`src/core/csda_consts.svh`:
```
// Constants for the compare-skip and decimal-adjust execution block
`ifndef CSDA_CONSTS_SVH
`define CSDA_CONSTS_SVH

// ==========================================
// Opcode patterns: compares upper seven bits, decimal adjust whole word
`define CSDA_OPC_CPEQ 7'h31
`define CSDA_OPC_CPGT 7'h32
`define CSDA_OPC_CPLT 7'h30
`define CSDA_OPC_DAW 16'h0007

// ==========================================
// Q phases within an instruction cycle
`define CSDA_Q1 2'h0
`define CSDA_Q2 2'h1
`define CSDA_Q3 2'h2
`define CSDA_Q4 2'h3

// ==========================================
// Addressing
`define CSDA_ACCESS_SPLIT 8'h60
`define CSDA_ILO_LIMIT 8'h5F

// ==========================================
// Decimal adjust, reset and skip length values
`define CSDA_BCD_MAX 4'h9
`define CSDA_BCD_ADJ 5'h06
`define CSDA_W_RESET 8'h00
`define CSDA_SKIP_ONE 2'h1
`define CSDA_SKIP_TWO 2'h2

`endif

```
`src/core/csda_pkg.sv`:
```
// Types for the compare-skip and decimal-adjust execution block
package csda_pkg;

   // ==========================================
   // Decoded operation
   typedef enum logic [2:0] {
      CSDA_OP_NONE,
      CSDA_OP_CPEQ,
      CSDA_OP_CPGT,
      CSDA_OP_CPLT,
      CSDA_OP_DAW
   } csda_op_t;

   // ==========================================
   // Status flags seen by the block; it changes only carry
   typedef struct packed {
      logic carry;
      logic digit_carry_flag;
   } csda_flags_t;

   // ==========================================
   // Instruction word offered at Q1
   typedef struct packed {
      logic valid;
      logic [15:0] word;
   } csda_instr_t;

endpackage

```
`src/core/csda_exec.sv`:
```
// Execution of the compare-skip and decimal-adjust instructions
//
// How it works
// - Equal compare decodes and skips when equal
// - Greater compare decoded with bank bit, address
// - Unsigned greater: skip when file strictly larger
// - Less compare decoded with bank bit, address
// - Unsigned less: skip when file strictly smaller
// - Taken skip discards next, runs a nop
// - Skipping two-word instruction takes three cycles
// - Decode Q1, read Q2, process Q3, no write
// - Bank bit 0 access bank, 1 uses bank_select_register
// - Extended set, bit 0, low address: indexed
// - Low nibble plus six when above nine or digit carry
// - High nibble plus digit carry, six more; only carry changes
// - Decimal adjust: one word, one cycle, writes working_register
`include "csda_consts.svh"
`timescale 1ns/100ps
`default_nettype none

module csda_exec
   import csda_pkg::*;
#(
   parameter int BSR_W = 4
) (
   // Clock, reset, enable
   input wire logic core_clk,
   input wire logic nrst,
   input wire logic clk_en,

   // Instruction from fetch
   input wire csda_instr_t instr,
   input wire logic next_two_word,
   output logic instr_ready,

   // Addressing context
   input wire logic [BSR_W-1:0] bank_select_register,
   input wire logic ext_set_en,
   input wire logic [BSR_W+7:0] index_base,

   // Data memory read port
   output logic file_rd,
   output logic [BSR_W+7:0] file_addr,
   input wire logic [7:0] file_rdata,

   // Working register and flags
   input wire logic w_load,
   input wire logic [7:0] w_load_data,
   output logic [7:0] working_register,
   input wire csda_flags_t flags_in,
   output logic carry_out,
   output logic carry_we,

   // Sequencing
   output logic [1:0] q_phase,
   output logic pc_step,
   output logic discard,
   output logic nop_cycle
);

   localparam int ADDR_W = BSR_W + 8;

   // ==========================================
   // Parameter check
   generate
      if (BSR_W < 1 || BSR_W > 8) begin : g_bad_bsr
         $error("csda_exec: BSR_W must be 1 to 8");
      end
   endgenerate

   typedef enum logic [1:0] {
      ST_IDLE,
      ST_EXEC,
      ST_SKIP
   } csda_st_t;

   csda_st_t st_r;
   csda_st_t st_nxt;
   logic [1:0] q_r;
   csda_op_t op_r;
   csda_op_t op_nxt;
   logic [7:0] fdata_r;
   logic skip_r;
   logic [1:0] skip_left_r;
   logic [7:0] w_r;
   logic [7:0] daw_res_r;
   logic daw_carry_r;
   logic file_rd_r;
   logic [ADDR_W-1:0] file_addr_r;
   logic [ADDR_W-1:0] addr_nxt;
   logic pc_step_r;
   logic discard_r;
   logic carry_r;
   logic carry_we_r;
   logic take;
   logic [7:0] f_in;
   logic a_in;
   logic [4:0] lo_sum;
   logic [4:0] hi_sum;
   logic [4:0] lo_res;
   logic [4:0] hi_res;

   // ==========================================
   // Phase counter
   always_ff @(posedge core_clk or negedge nrst) begin
      if (!nrst) begin
         q_r <= `CSDA_Q1;
      end else if (clk_en) begin
         q_r <= q_r + 2'h1;
      end
   end

   // ==========================================
   // Decode
   assign f_in = instr.word[7:0];
   assign a_in = instr.word[8];
   assign instr_ready = clk_en && st_r == ST_IDLE && q_r == `CSDA_Q1;
   assign take = instr_ready && instr.valid;

   always_comb begin
      op_nxt = CSDA_OP_NONE;
      if (instr.word == `CSDA_OPC_DAW) begin
         op_nxt = CSDA_OP_DAW;
      end else if (instr.word[15:9] == `CSDA_OPC_CPEQ) begin
         op_nxt = CSDA_OP_CPEQ;
      end else if (instr.word[15:9] == `CSDA_OPC_CPGT) begin
         op_nxt = CSDA_OP_CPGT;
      end else if (instr.word[15:9] == `CSDA_OPC_CPLT) begin
         op_nxt = CSDA_OP_CPLT;
      end
   end

   // Operand address from bank bit and mode
   always_comb begin
      if (a_in) begin
         addr_nxt = {bank_select_register, f_in};
      end else if (ext_set_en && f_in <= `CSDA_ILO_LIMIT) begin
         addr_nxt = ADDR_W'(index_base + {{BSR_W{1'b0}}, f_in});
      end else if (f_in < `CSDA_ACCESS_SPLIT) begin
         addr_nxt = {{BSR_W{1'b0}}, f_in};
      end else begin
         addr_nxt = {{BSR_W{1'b1}}, f_in};
      end
   end

   // ==========================================
   // Sequencer
   always_comb begin
      st_nxt = st_r;
      case (st_r)
         ST_IDLE: begin
            if (take) begin
               st_nxt = ST_EXEC;
            end
         end
         ST_EXEC: begin
            if (q_r == `CSDA_Q4) begin
               st_nxt = skip_r ? ST_SKIP : ST_IDLE;
            end
         end
         ST_SKIP: begin
            if (q_r == `CSDA_Q4 && skip_left_r == `CSDA_SKIP_ONE) begin
               st_nxt = ST_IDLE;
            end
         end
         default: begin
            st_nxt = ST_IDLE;
         end
      endcase
   end

   always_ff @(posedge core_clk or negedge nrst) begin
      if (!nrst) begin
         st_r <= ST_IDLE;
      end else if (clk_en) begin
         st_r <= st_nxt;
      end
   end

   // Operation held for the cycle
   always_ff @(posedge core_clk or negedge nrst) begin
      if (!nrst) begin
         op_r <= CSDA_OP_NONE;
      end else if (take) begin
         op_r <= op_nxt;
      end
   end

   // ==========================================
   // Q2 file read; only compares read memory
   always_ff @(posedge core_clk or negedge nrst) begin
      if (!nrst) begin
         file_rd_r <= 1'b0;
         file_addr_r <= '0;
      end else if (clk_en) begin
         file_rd_r <= take && op_nxt != CSDA_OP_NONE
            && op_nxt != CSDA_OP_DAW;
         if (take) begin
            file_addr_r <= addr_nxt;
         end
      end
   end

   always_ff @(posedge core_clk or negedge nrst) begin
      if (!nrst) begin
         fdata_r <= 8'h00;
      end else if (clk_en && file_rd_r) begin
         fdata_r <= file_rdata;
      end
   end

   // ==========================================
   // Q3 process: compare
   always_ff @(posedge core_clk or negedge nrst) begin
      if (!nrst) begin
         skip_r <= 1'b0;
      end else if (clk_en) begin
         if (st_r == ST_EXEC && q_r == `CSDA_Q3) begin
            case (op_r)
               CSDA_OP_CPEQ: skip_r <= fdata_r == w_r;
               CSDA_OP_CPGT: skip_r <= fdata_r > w_r;
               CSDA_OP_CPLT: skip_r <= fdata_r < w_r;
               default: skip_r <= 1'b0;
            endcase
         end else if (q_r == `CSDA_Q4) begin
            skip_r <= 1'b0;
         end
      end
   end

   // Q3 process: decimal adjust
   always_comb begin
      lo_sum = {1'b0, w_r[3:0]};
      hi_sum = {1'b0, w_r[7:4]} + {4'h0, flags_in.digit_carry_flag};
      lo_res = lo_sum;
      if (lo_sum[3:0] > `CSDA_BCD_MAX || flags_in.digit_carry_flag) begin
         lo_res = lo_sum + `CSDA_BCD_ADJ;
      end
      hi_res = hi_sum;
      if (hi_sum > {1'b0, `CSDA_BCD_MAX} || flags_in.carry) begin
         hi_res = hi_sum + `CSDA_BCD_ADJ;
      end
   end

   always_ff @(posedge core_clk or negedge nrst) begin
      if (!nrst) begin
         daw_res_r <= 8'h00;
         daw_carry_r <= 1'b0;
      end else if (clk_en && st_r == ST_EXEC && q_r == `CSDA_Q3) begin
         daw_res_r <= {hi_res[3:0], lo_res[3:0]};
         daw_carry_r <= hi_res[4] | flags_in.carry;
      end
   end

   // ==========================================
   // Q4 write back: working register, carry only
   wire logic daw_wr = st_r == ST_EXEC && q_r == `CSDA_Q4
      && op_r == CSDA_OP_DAW;

   always_ff @(posedge core_clk or negedge nrst) begin
      if (!nrst) begin
         w_r <= `CSDA_W_RESET;
      end else if (clk_en) begin
         if (daw_wr) begin
            w_r <= daw_res_r;
         end else if (w_load) begin
            w_r <= w_load_data;
         end
      end
   end

   // Carry flag is the only status the block changes
   always_ff @(posedge core_clk or negedge nrst) begin
      if (!nrst) begin
         carry_r <= 1'b0;
         carry_we_r <= 1'b0;
      end else if (clk_en) begin
         carry_we_r <= daw_wr;
         if (daw_wr) begin
            carry_r <= daw_carry_r;
         end
      end
   end

   // ==========================================
   // Skip length; latched in Q4 of the compare
   always_ff @(posedge core_clk or negedge nrst) begin
      if (!nrst) begin
         skip_left_r <= 2'h0;
      end else if (clk_en && q_r == `CSDA_Q4) begin
         if (st_r == ST_EXEC && skip_r) begin
            skip_left_r <= next_two_word ? `CSDA_SKIP_TWO
               : `CSDA_SKIP_ONE;
         end else if (st_r == ST_SKIP) begin
            skip_left_r <= skip_left_r - 2'h1;
         end
      end
   end

   // One word per cycle keeps the counter in step with skips
   always_ff @(posedge core_clk or negedge nrst) begin
      if (!nrst) begin
         pc_step_r <= 1'b0;
         discard_r <= 1'b0;
      end else if (clk_en) begin
         pc_step_r <= q_r == `CSDA_Q4
            && (st_r == ST_EXEC || st_r == ST_SKIP);
         discard_r <= q_r == `CSDA_Q4 && st_r == ST_EXEC
            && skip_r;
      end
   end

   // ==========================================
   // Outputs
   assign q_phase = q_r;
   assign file_rd = file_rd_r;
   assign file_addr = file_addr_r;
   assign working_register = w_r;
   assign carry_out = carry_r;
   assign carry_we = carry_we_r;
   assign pc_step = pc_step_r;
   assign discard = discard_r;
   assign nop_cycle = st_r == ST_SKIP;

endmodule // csda_exec

`default_nettype wire

```
`config.mk`:
```
export PLATFORM = sky130hd
export DESIGN_NAME = csda_exec
export DESIGN_NICKNAME = d
export VERILOG_FILES = /design/src/core/csda_pkg.sv /design/src/core/csda_exec.sv
export VERILOG_INCLUDE_DIRS = /design/src /design/src/core
export SDC_FILE = /design/constraint.sdc
export NUM_CORES = 1
export LEC_CHECK = 0
export ABC_AREA = 1
export BUFFER_PORTS_ARGS = -buffer_cell sky130_fd_sc_hd__buf_2
export CAP_MARGIN = 40
export CORE_AREA = 2 2 84 86
export DETAILED_ROUTE_END_ITERATION = 8
export DIE_AREA = 0 0 86 88
export PLACE_DENSITY = 0.79
export SYNTH_ARGS = -nofsm -noshare
export SYNTH_HDL_FRONTEND = slang
export SYNTH_SLANG_ARGS = --single-unit
```
`constraint.sdc`:
```
create_clock -name core_clk -period 2.3 [get_ports core_clk]
set_clock_uncertainty 0.1 [all_clocks]
set_input_delay 0.115 -clock core_clk [delete_from_list [all_inputs] [get_ports core_clk]]
set_output_delay 0.115 -clock core_clk [all_outputs]
set_load 0.1 [all_outputs]
```
==> results of run 1 <==
kinds of logic (layout without fill, tap and decap cells):
family / Yosys count / in the layout
flip-flops: 52 / 52
AND/OR/NAND/NOR: 202 / 202
buffers and inverters: 72 / 169
AO/OA/AOI/OAI: 75 / 75
adder cells (fa/ha/maj): 28 / 28
XOR/XNOR: 10 / 10
multiplexers: 8 / 8
metal layers:
metal	track usage, %	wire, um	up-vias
li1	-	-	1649
met5	0	0	-
met4	6.49	123	0
met3	3.86	408	10
met2	41.1	4160	103
met1	29.8	3600	1527
worst min path at each step:
stage | startpoint | endpoint | slack, ps | cells past startpoint
6_report | index_base[11] | file_addr[11]$_DFFE_PN0P_ | 10 | 4
3_3_place_gp | nrst | file_addr[0]$_DFFE_PN0P_ | 70 | 1
5_1_grt | bank_select_register[3] | file_addr[11]$_DFFE_PN0P_ | 30 | 3
4_1_cts | index_base[11] | file_addr[11]$_DFFE_PN0P_ | 0.03 | 4
3_5_place_dp | nrst | file_addr[1]$_DFFE_PN0P_ | 80 | 1
2_1_floorplan | nrst | carry_out$_DFFE_PN0P_ | -280 | 0
registers in the layout (all words and copies together) (netlist names):
register          count
op_r                  3
carry_we              1
fdata_r               8
skip_r                1
q_phase               2
pc_step               1
file_rd               1
carry_out             1
working_register      8
skip_left_r           2
daw_carry_r           1
daw_res_r             8
discard               1
st_r                  2
file_addr            12
placed cells by master, fill, tap and decap left out, drive strengths merged, types with 9 or more instances in the layout:
cell / instances
a21oi: 28
buf: 88
dfrtp: 52
dlygate4sd3: 9
ha: 27
inv: 63
nand2: 122
nand3: 33
nor2: 32
o21ai: 33
Yosys cell counts, types with 2 or more instances:
library cell  count  share of area (%)
a21oi_1          28                4.0
buf_4             3               0.65
clkbuf_1          2               0.22
dfrtp_1          52                 37
ha_1             27                9.7
inv_1            61                6.6
inv_2             2               0.22
mux2_2            7                2.3
nand2_1         116                 13
nand2_2           4               0.72
nand3_1          32                4.6
nand3b_1          2               0.43
nand4_1           7                1.3
nor2_1           29                3.1
nor2_4            2               0.65
nor3_1            2               0.29
nor4_1            2               0.36
o211ai_1          7                1.5
o21a_1            2               0.43
o21ai_0          28                4.0
o21ai_1           2               0.29
o21ai_2           3               0.75
xnor2_1           3               0.75
xor2_1            6                1.5
area by class of cell:
cell class | instances | area (um2) | share of cell area, %
Clock buffer | 7 | 76.3 | 1.84
Clock inverter | 1 | 5.00 | 0.120
Inverter | 64 | 240 | 5.78
Multi-Input combinational cell | 323 | 1880 | 45.2
Sequential cell | 52 | 1310 | 31.4
Tap cell | 80 | 100 | 2.41
Timing Repair Buffer | 97 | 551 | 13.2
metrics by stage:
stage	power, W	hold slack [ps]
2_1_floorplan	0.00314	-281
3_3_place_gp	0.00352	74.8
3_5_place_dp	0.00358	80.2
4_1_cts	0.00410	0.0300
5_1_grt	0.00434	30.1
6_report	0.00409	14.7
worst max-delay path, delay by kind of cell (launching register included):
kind                     cells  cell delay [ps]
adder cells (fa/ha/maj)      3              660
AND/OR/NAND/NOR              7              480
flip-flops                   1              430
XOR/XNOR                     1              320
timing repair:
item	CTS	global route
setup buffers	0	0
hold buffers	9	0
endpoints found under the hold margin	35	0
power groups by stage:
stage               clock network [W]  registers (W)  logic [W]
global placement                    0        0.00137    0.00215
finish                       0.000498        0.00137    0.00222
detailed placement                  0        0.00138    0.00220
global route                 0.000550        0.00140    0.00239
floorplan                           0        0.00235   0.000786
CTS                          0.000507        0.00137    0.00222
==> reports/results.ini, run 1 <==
[critical_path]
rr_endpoint=daw_res_r[7]$_DFFE_PN0P_
crit_fanout=5
cp.required_ps=2410
critPathCaptureType=flop
worstSetupStartpoint=working_register[4]$_DFFE_PN0P_
r2r_start=working_register[4]$_DFFE_PN0P_
start_kind=flop
crit_path_end=daw_res_r[7]$_DFFE_PN0P_
crit_arrival_ps=2200
r2r_cells=11
cp_slowest_cell=dfrtp_2
worstSetupPathType=reg -> reg
crit_path_frequent_cell=nand2_1
cp_cell_sequence=ha_1, ha_1, xnor2_1, ha_1, nand2_1, nand3_2, nand2_2, nand2_1, nand2_1, nand2_1, nand2_1
worst-r2r-setup-slack_ps=210
cpPeakStageDelay_ps=430

[floorplan]
dieArea_um2=7570
core_um2=6640
die_h_um=88
row_count=30
initial_core_util_pct=52.4
ios=86
fp.dieW_um=86

[route]
routedWlPerCell_um=13.3
first_iter_violations=169
drc_errors=0
ant_nets=0
drtPass1Iterations=5
avgViaCountPerCell=5.27
vias=3289
drt_wl_total_um=8290

[placed_design]
placed_area_um2=3990
place_ws_ps=246
port_buffers=85
gp_congestion=0.923
hpwl_um=6420
dpl.cell_count=607

[timing]
period_needed_ps=2090
fin_ws_ps=208
setup_tns_ps=0
finalHoldViolations=0
period_share_pct=91.0
finalSetupViolations=0
rsz0062_at_grt=no
drv_slew=0
timing.fmax_ghz=0.478
worst_pin_slew_ps=663
relSlewSlack_pct=55.8

[synth]
synthSimpleGateAreaFrac_pct=26.2
netlist_area_um2=3480
synthAdderAreaFrac_pct=10.3
yosysSeqAreaShare_pct=37.4
syn_nets=532
synth_top_family_by_area=simple AND/OR/NAND/NOR gates
synth_cells=447
synth_flop_cell=dfrtp_1
synth_cell_types=42
synth_mux_area_share_pct=2.69
synth-edff-count=0
synth-compound-area-share_pct=12.1
postSynthAreaPerCell_um2=7.79
synth_xor_area_share_pct=2.73
ys_warn_count=0
synthArstFlopShare_pct=100
synth_seq_cells=52

[clock_network]
clockRootBuffer=clkbuf_8
htreeDepth=2
insertion_delay_ps=310
cts_buffers=5
cts_resized=0
cts_tree=yes
clockBufferDepth=2
cts_sinks=52
clkTransAtPathRegs_ps=90

[power_and_ir_drop]
power_frac_comb_pct=54.2
swShare_pct=53.6
ir_drop_mv=0.829
p_switching_w=0.00219
clkPwrFrac_pct=12.2
power-per-cell-area_nw_per_um2=983
p_leak_nw=2.31
seqPwrFrac_pct=33.6
intPower_w=0.00190

[cells_and_area]
n_antenna_cell=0
fillers=576
fin_cells=624
fin_area_um2=4160
finalNetCount=628
drive_gt1_share_pct=22.8
area_delta_synth_final_pct=19.4
fin_util_pct=62.6

[worst_hold_path]
hold_path_class=in -> reg

[run]
drv_cap=0

[global_route]
grtUsageTotal_pct=23.4
grt_pass1_vias=3136
antenna_found_initial=0
grt_pass1_wl_um=14200
grt_max_degree=29
grt_remaining_overflow=0

[run_status]
run_status=completed

Power figures use the tool's default switching activity.
==> run 2: changes to the inputs <==
Settings changed: CORE_AREA 2 2 84 86 to 2 2 82 84, CTS_BUF_LIST set to sky130_fd_sc_hd__clkbuf_4, DIE_AREA 0 0 86 88 to 0 0 84 86, PLACE_DENSITY 0.79 to 0.82, SLEW_MARGIN set to 5.
==> run 2 against run 1 <==
  * Via count grew 4.7%
  * Fmax down 1.1%
  * Highest routed layer unchanged
  * Non-clock buffer count increased by 23
  * Register-to-register slack is essentially flat
  * Flip-flop and latch count unchanged
  * Combinational power barely moved
  * Worst hold slack improved by 9.2 ps
  * Sequential power hardly changed
  * First-iteration DRC count fell by 1.8%
  * Wire length grew 4.9%
  * Clock power fell by 14%
  * Global-route usage grew 1.9 points
==> reports/results.ini, run 2 (synthesized netlist as in run 1, its figures left out) <==
[power_and_ir_drop]
finalPower_w=0.00403  ; was 0.00409 W
p_leak_nw=2.40  ; was 2.31 nW
ir_drop_mv=0.825  ; was 0.829 mV
power-per-cell-area_nw_per_um2=926  ; was 983 nW/um2

[cells_and_area]
fin_area_um2=4350  ; was 4160 um2
area_delta_synth_final_pct=25.0  ; was 19.4%
drive_gt1_share_pct=22.2  ; was 22.8%
mostFrequentLayoutCells=116 x nand2_1, 85 x buf_2, 61 x inv_1, 48 x dfrtp_1  ; was 116 x nand2_1, 85 x buf_2, 61 x inv_1, 48 x dfrtp_1, 32 x nand3_1
largest_reg_flops=12  ; unchanged
mostFrequentLayoutCell=nand2_1  ; unchanged
fillers=534  ; was 576
fin_util_pct=69.4  ; was 62.6%
finalNetCount=651  ; was 628
n_antenna_cell=0  ; unchanged

[route]
first_iter_violations=166  ; was 169
routedWlPerCell_um=13.5  ; was 13.3 um
avgViaCountPerCell=5.35  ; was 5.27
drtPass1Iterations=5  ; unchanged
ant_nets=0  ; unchanged
vias=3443  ; was 3289
drt_wl_total_um=8700  ; was 8290 um
drc_errors=0  ; unchanged

[floorplan]
fp.dieW_um=84  ; was 86 um
initial_core_util_pct=55.5  ; was 52.4%
die_h_um=86  ; was 88 um
ios=86  ; unchanged
row_count=29  ; was 30
core_um2=6280  ; was 6640 um2
dieArea_um2=7220  ; was 7570 um2

[worst_hold_path]
min_path_cells=3  ; was 4
hold_path_class=in -> reg  ; unchanged

[placed_design]
gp_congestion=0.895  ; was 0.923
placed_area_um2=3970  ; was 3990 um2
hpwl_um=6390  ; was 6420 um
port_buffers=85  ; unchanged

[timing]
timing.fmax_ghz=0.473  ; was 0.478 GHz
finalHoldViolations=0  ; unchanged
relSlewSlack_pct=55.9  ; was 55.8%
period_share_pct=92.0  ; was 91.0%
rsz0062_at_grt=no  ; unchanged
finalSetupViolations=0  ; unchanged
drv_slew=0  ; unchanged
worst_pin_slew_ps=662  ; was 663 ps
period_needed_ps=2120  ; was 2090 ps
hold_ws_ps=23.8  ; was 14.7 ps
setup_tns_ps=0  ; unchanged

[critical_path]
crit_arrival_ps=2300  ; was 2200 ps
start_kind=input pin  ; was flop
worst-r2r-setup-slack_ps=220  ; was 210 ps
rr_endpoint=daw_res_r[7]$_DFFE_PN0P_  ; unchanged
r2r_cells=11  ; unchanged
crit_fanout=2  ; was 5
worstSetupPathType=in -> reg  ; was reg -> reg
crit_path_end=op_r[2]$_DFFE_PN0P_  ; was daw_res_r[7]$_DFFE_PN0P_
r2r_start=working_register[4]$_DFFE_PN0P_  ; unchanged
worstSetupStartpoint=instr[12]  ; was working_register[4]$_DFFE_PN0P_
critPathCaptureType=flop  ; unchanged
cp.required_ps=2480  ; was 2410 ps

[run]
drv_cap=0  ; unchanged

[clock_network]
clkTransAtPathRegs_ps=140  ; was 90 ps
htreeDepth=2  ; unchanged
clockRootBuffer=clkbuf_4  ; was clkbuf_8
clockBufferDepth=2  ; unchanged
cts_sinks=52  ; unchanged
insertion_delay_ps=370  ; was 310 ps
cts_buffers=5  ; unchanged
cts_tree=yes  ; unchanged
postCtsSetupRepairBufs=0  ; unchanged

[global_route]
grt_pass1_wl_um=15000  ; was 14200 um
grt_max_degree=53  ; was 29
grtUsageTotal_pct=25.3  ; was 23.4%
grt_pass1_vias=3363  ; was 3136
antenna_found_initial=0  ; unchanged
grt_remaining_overflow=0  ; unchanged

[run_status]
run_status=completed  ; unchanged

==> run 2: changes by cell type in the layout (fill, tap and decap cells not counted) <==
cell	previous run	this run
buf_4	2	3
clkinv_2	1	0
nor4_2	0	1
clkinv_1	1	2
clkinv_4	0	1
clkbuf_4	0	6
dlygate4sd3_1	9	32
clkbuf_8	5	0
clkbuf_1	2	0
buf_12	1	0
nor4_1	2	1
==> run 2: critical path, stage by stage <==
cell and delay, ps:
dlygate4sd3_1 530, buf_2 130, nor4_2 140, dlygate4sd3_1 590
nand3_1 90, dlygate4sd3_1 580, o21ai_0 130
==> run 2: layout make-up <==
type | instances | area (um2) | area share [%]
timing repair buffer | 120 | 768 | 17.6
multi-input combinational | 323 | 1890 | 43.3
sequential | 52 | 1310 | 30.0
inverter | 64 | 240 | 5.52
clock buffer | 6 | 45.0 | 1.03
tap | 77 | 96.3 | 2.21
clock inverter | 2 | 12.5 | 0.287
==> run 2: what timing repair did <==
action | in CTS | in global routing
setup endpoints to repair | 0 | 1
endpoints found under the hold margin | 80 | 1
resized for setup | 0 | 1
hold buffers | 31 | 1
==> run 2: how the worst min path moves through the flow <==
stage             start  slack [ps]                   endpoint
6_report       instr[8]          20  file_addr[11]$_DFFE_PN0P_
4_1_cts        instr[6]           1   file_addr[6]$_DFFE_PN0P_
2_1_floorplan      nrst        -280      carry_out$_DFFE_PN0P_
5_1_grt        instr[8]          20   file_addr[8]$_DFFE_PN0P_
3_3_place_gp       nrst         170   file_addr[1]$_DFFE_PN0P_
3_5_place_dp       nrst         180   file_addr[0]$_DFFE_PN0P_
==> run 2: report_power, final <==
group	total, W	internal [W]	switching (W)
Clock	0.000427	0.000131	0.000296
Sequential	0.00136	0.00118	0.000181
Combinational	0.00224	0.000514	0.00173
==> run 2: metal layers <==
metal  vias to the layer above  global-route usage (%)  share of wire [%]  wire length (um)
met1                      1595                    32.2                 42              3660
met4                         0                    7.33                1.6               136
met3                        17                    2.98                5.1               443
met2                       130                    45.4                 51              4450
met5                         -                       0                  0                 0
li1                       1701                       -                  -                 -
==> run 2: stage by stage <==
step | setup slack, ps | instances
2_1_floorplan | 33.9 | 447
3_3_place_gp | 370 | 604
3_5_place_dp | 277 | 604
4_1_cts | 151 | 643
5_1_grt | 73.5 | 644
6_report | 184 | 644
==> run 3: changes to the inputs <==
Settings changed: REMOVE_ABC_BUFFERS set to 1.
==> run 3 against run 2 <==
  * Flip-flop and latch count unchanged
  * First-iteration DRC count decreased by 38%
  * Design area increased by 0.75%
  * Register-to-register slack improved by 60 ps
  * Critical path depth unchanged
  * Worst setup slack got worse by 83 ps
  * Critical endpoint unchanged
  * Power decreased by 0.48%
  * Via count decreased by 3.0%
  * Wire length decreased by 0.29%
==> reports/results.ini, run 3 (synthesized netlist as in run 1, its figures left out) <==
[critical_path]
crit_path_frequent_cell=dlygate4sd3_1  ; unchanged
rr_endpoint=daw_res_r[7]$_DFFE_PN0P_  ; unchanged
worst-path-buf-inv=4  ; unchanged
r2r_cells=11  ; unchanged
cp_cell_sequence=dlygate4sd3_1, buf_2, nor4_1, dlygate4sd3_1, nand3_1, dlygate4sd3_1, o21ai_0  ; was dlygate4sd3_1, buf_2, nor4_2, dlygate4sd3_1, nand3_1, dlygate4sd3_1, o21ai_0
crit_family=buffers and inverters  ; unchanged
worstSetupPathType=in -> reg  ; unchanged
crit_arrival_ps=2410  ; was 2300 ps
r2r_start=working_register[4]$_DFFE_PN0P_  ; unchanged
crit_fanout=2  ; unchanged
cpPeakStageDelay_ps=590  ; about the same
critPathCaptureType=flop  ; unchanged
worst-r2r-setup-slack_ps=280  ; was 220 ps
cp_slowest_cell=dlygate4sd3_1  ; unchanged
cp.required_ps=2510  ; was 2480 ps
start_kind=input pin  ; unchanged

[global_route]
antenna_found_initial=0  ; unchanged
grt_max_degree=29  ; was 53
grt_remaining_overflow=0  ; unchanged
grtUsageTotal_pct=25.1  ; was 25.3%
grt_pass1_wl_um=14600  ; was 15000 um
grt_pass1_vias=3295  ; was 3363

[route]
vias=3338  ; was 3443
first_iter_violations=103  ; was 166
ant_nets=0  ; unchanged
avgViaCountPerCell=5.15  ; was 5.35
drc_errors=0  ; unchanged
drtPass1Iterations=5  ; unchanged
drt_wl_total_um=8670  ; was 8700 um
routedWlPerCell_um=13.4  ; was 13.5 um

[clock_network]
insertion_delay_ps=370  ; about the same
cts_sinks=52  ; unchanged
clockRootBuffer=clkbuf_4  ; unchanged
cts_tree=yes  ; unchanged
cts_buffers=5  ; unchanged
clkTransAtPathRegs_ps=150  ; was 140 ps
postCtsSetupRepairBufs=0  ; unchanged
clockBufferDepth=2  ; unchanged
htreeDepth=2  ; unchanged

[timing]
relSlewSlack_pct=67.2  ; was 55.9%
timing.fmax_ghz=0.455  ; was 0.473 GHz
period_share_pct=95.6  ; was 92.0%
period_needed_ps=2200  ; was 2120 ps
worst_pin_slew_ps=495  ; was 662 ps
fin_ws_ps=101  ; was 184 ps
drv_slew=0  ; unchanged
hold_ws_ps=0.772  ; was 23.8 ps
rsz0062_at_grt=no  ; unchanged
finalSetupViolations=0  ; unchanged
finalHoldViolations=0  ; unchanged

[placed_design]
place_ws_ps=233  ; was 277 ps
placed_area_um2=3970  ; about the same
hpwl_um=6500  ; was 6390 um
port_buffers=85  ; unchanged
gp_congestion=0.949  ; was 0.895

[cells_and_area]
area_delta_synth_final_pct=26.0  ; was 25.0%
mostFrequentLayoutCell=nand2_1  ; unchanged
fin_util_pct=69.9  ; was 69.4%
mostFrequentLayoutCells=116 x nand2_1, 85 x buf_2, 61 x inv_1, 52 x dfrtp_1, 35 x dlygate4sd3_1  ; was 116 x nand2_1, 85 x buf_2, 61 x inv_1, 48 x dfrtp_1
fin_area_um2=4390  ; was 4350 um2
n_antenna_cell=0  ; unchanged
finalNetCount=655  ; was 651
largest_reg_flops=12  ; unchanged
drive_gt1_share_pct=21.5  ; was 22.2%

[floorplan]
fp.dieW_um=84  ; unchanged
initial_core_util_pct=55.5  ; unchanged
row_count=29  ; unchanged
die_h_um=86  ; unchanged
core_um2=6280  ; unchanged
dieArea_um2=7220  ; unchanged
ios=86  ; unchanged

[power_and_ir_drop]
finalPower_w=0.00401  ; was 0.00403 W
power-per-cell-area_nw_per_um2=915  ; was 926 nW/um2
ir_drop_mv=0.959  ; was 0.825 mV
p_leak_nw=2.42  ; was 2.40 nW

[run_status]
run_status=completed  ; unchanged

[run]
drv_cap=0  ; unchanged

[worst_hold_path]
hold_path_class=in -> async  ; was in -> reg

==> run 3: timing repair <==
item,CTS,global route
gates resized for setup,0,1
setup endpoints to repair,0,1
hold buffers,35,0
hold endpoints to repair,83,0
==> run 3: cell type report <==
type / count / area, um2
inverters: 64 / 240
multi-input cells: 323 / 1890
fillers: 523 / 1890
clock buffers: 7 / 52.6
flip-flops and latches: 52 / 1300
well taps: 77 / 96.3
repair buffers: 124 / 806
clock inverters: 1 / 3.75
==> run 3: how the worst max path moves through the flow <==
stage                                      to  depth (start not counted)                       startpoint  slack, ps
CTS                       op_r[2]$_DFFE_PN0P_                          7                        instr[13]        130
finish                    op_r[2]$_DFFE_PN0P_                          7                        instr[13]        100
global route              op_r[2]$_DFFE_PN0P_                          7                        instr[13]         30
floorplan           file_addr[11]$_DFFE_PN0P_                          9           q_phase[0]$_DFFE_PN0P_       -290
detailed placement   daw_res_r[7]$_DFFE_PN0P_                         11  working_register[4]$_DFFE_PN0P_        230
global placement     daw_res_r[7]$_DFFE_PN0P_                         11  working_register[4]$_DFFE_PN0P_        380
==> run 3: power breakdown <==
group | internal [W] | switching [W]
registers | 0.00118 | 0.000173
clock network | 0.000142 | 0.000286
logic | 0.000518 | 0.00171
total | 0.00184 | 0.00217
==> run 3: stage by stage <==
| stage | cells | setup TNS, ps |
|---|---|---|
| finish | 648 | 0 |
| global route | 648 | 0 |
| floorplan | 439 | -2910 |
| CTS | 648 | 0 |
| global placement | 605 | 0 |
| detailed placement | 605 | 0 |
==> run 3: layer usage <==
| layer | up-vias | share of wire [%] | global-route usage [%] |
|---|---|---|---|
| met5 | - | 0 | 0 |
| met4 | 0 | 1.6 | 6.89 |
| met3 | 12 | 3.9 | 3.08 |
| met2 | 89 | 51 | 47.3 |
| met1 | 1534 | 44 | 30.1 |
| li1 | 1703 | - | - |
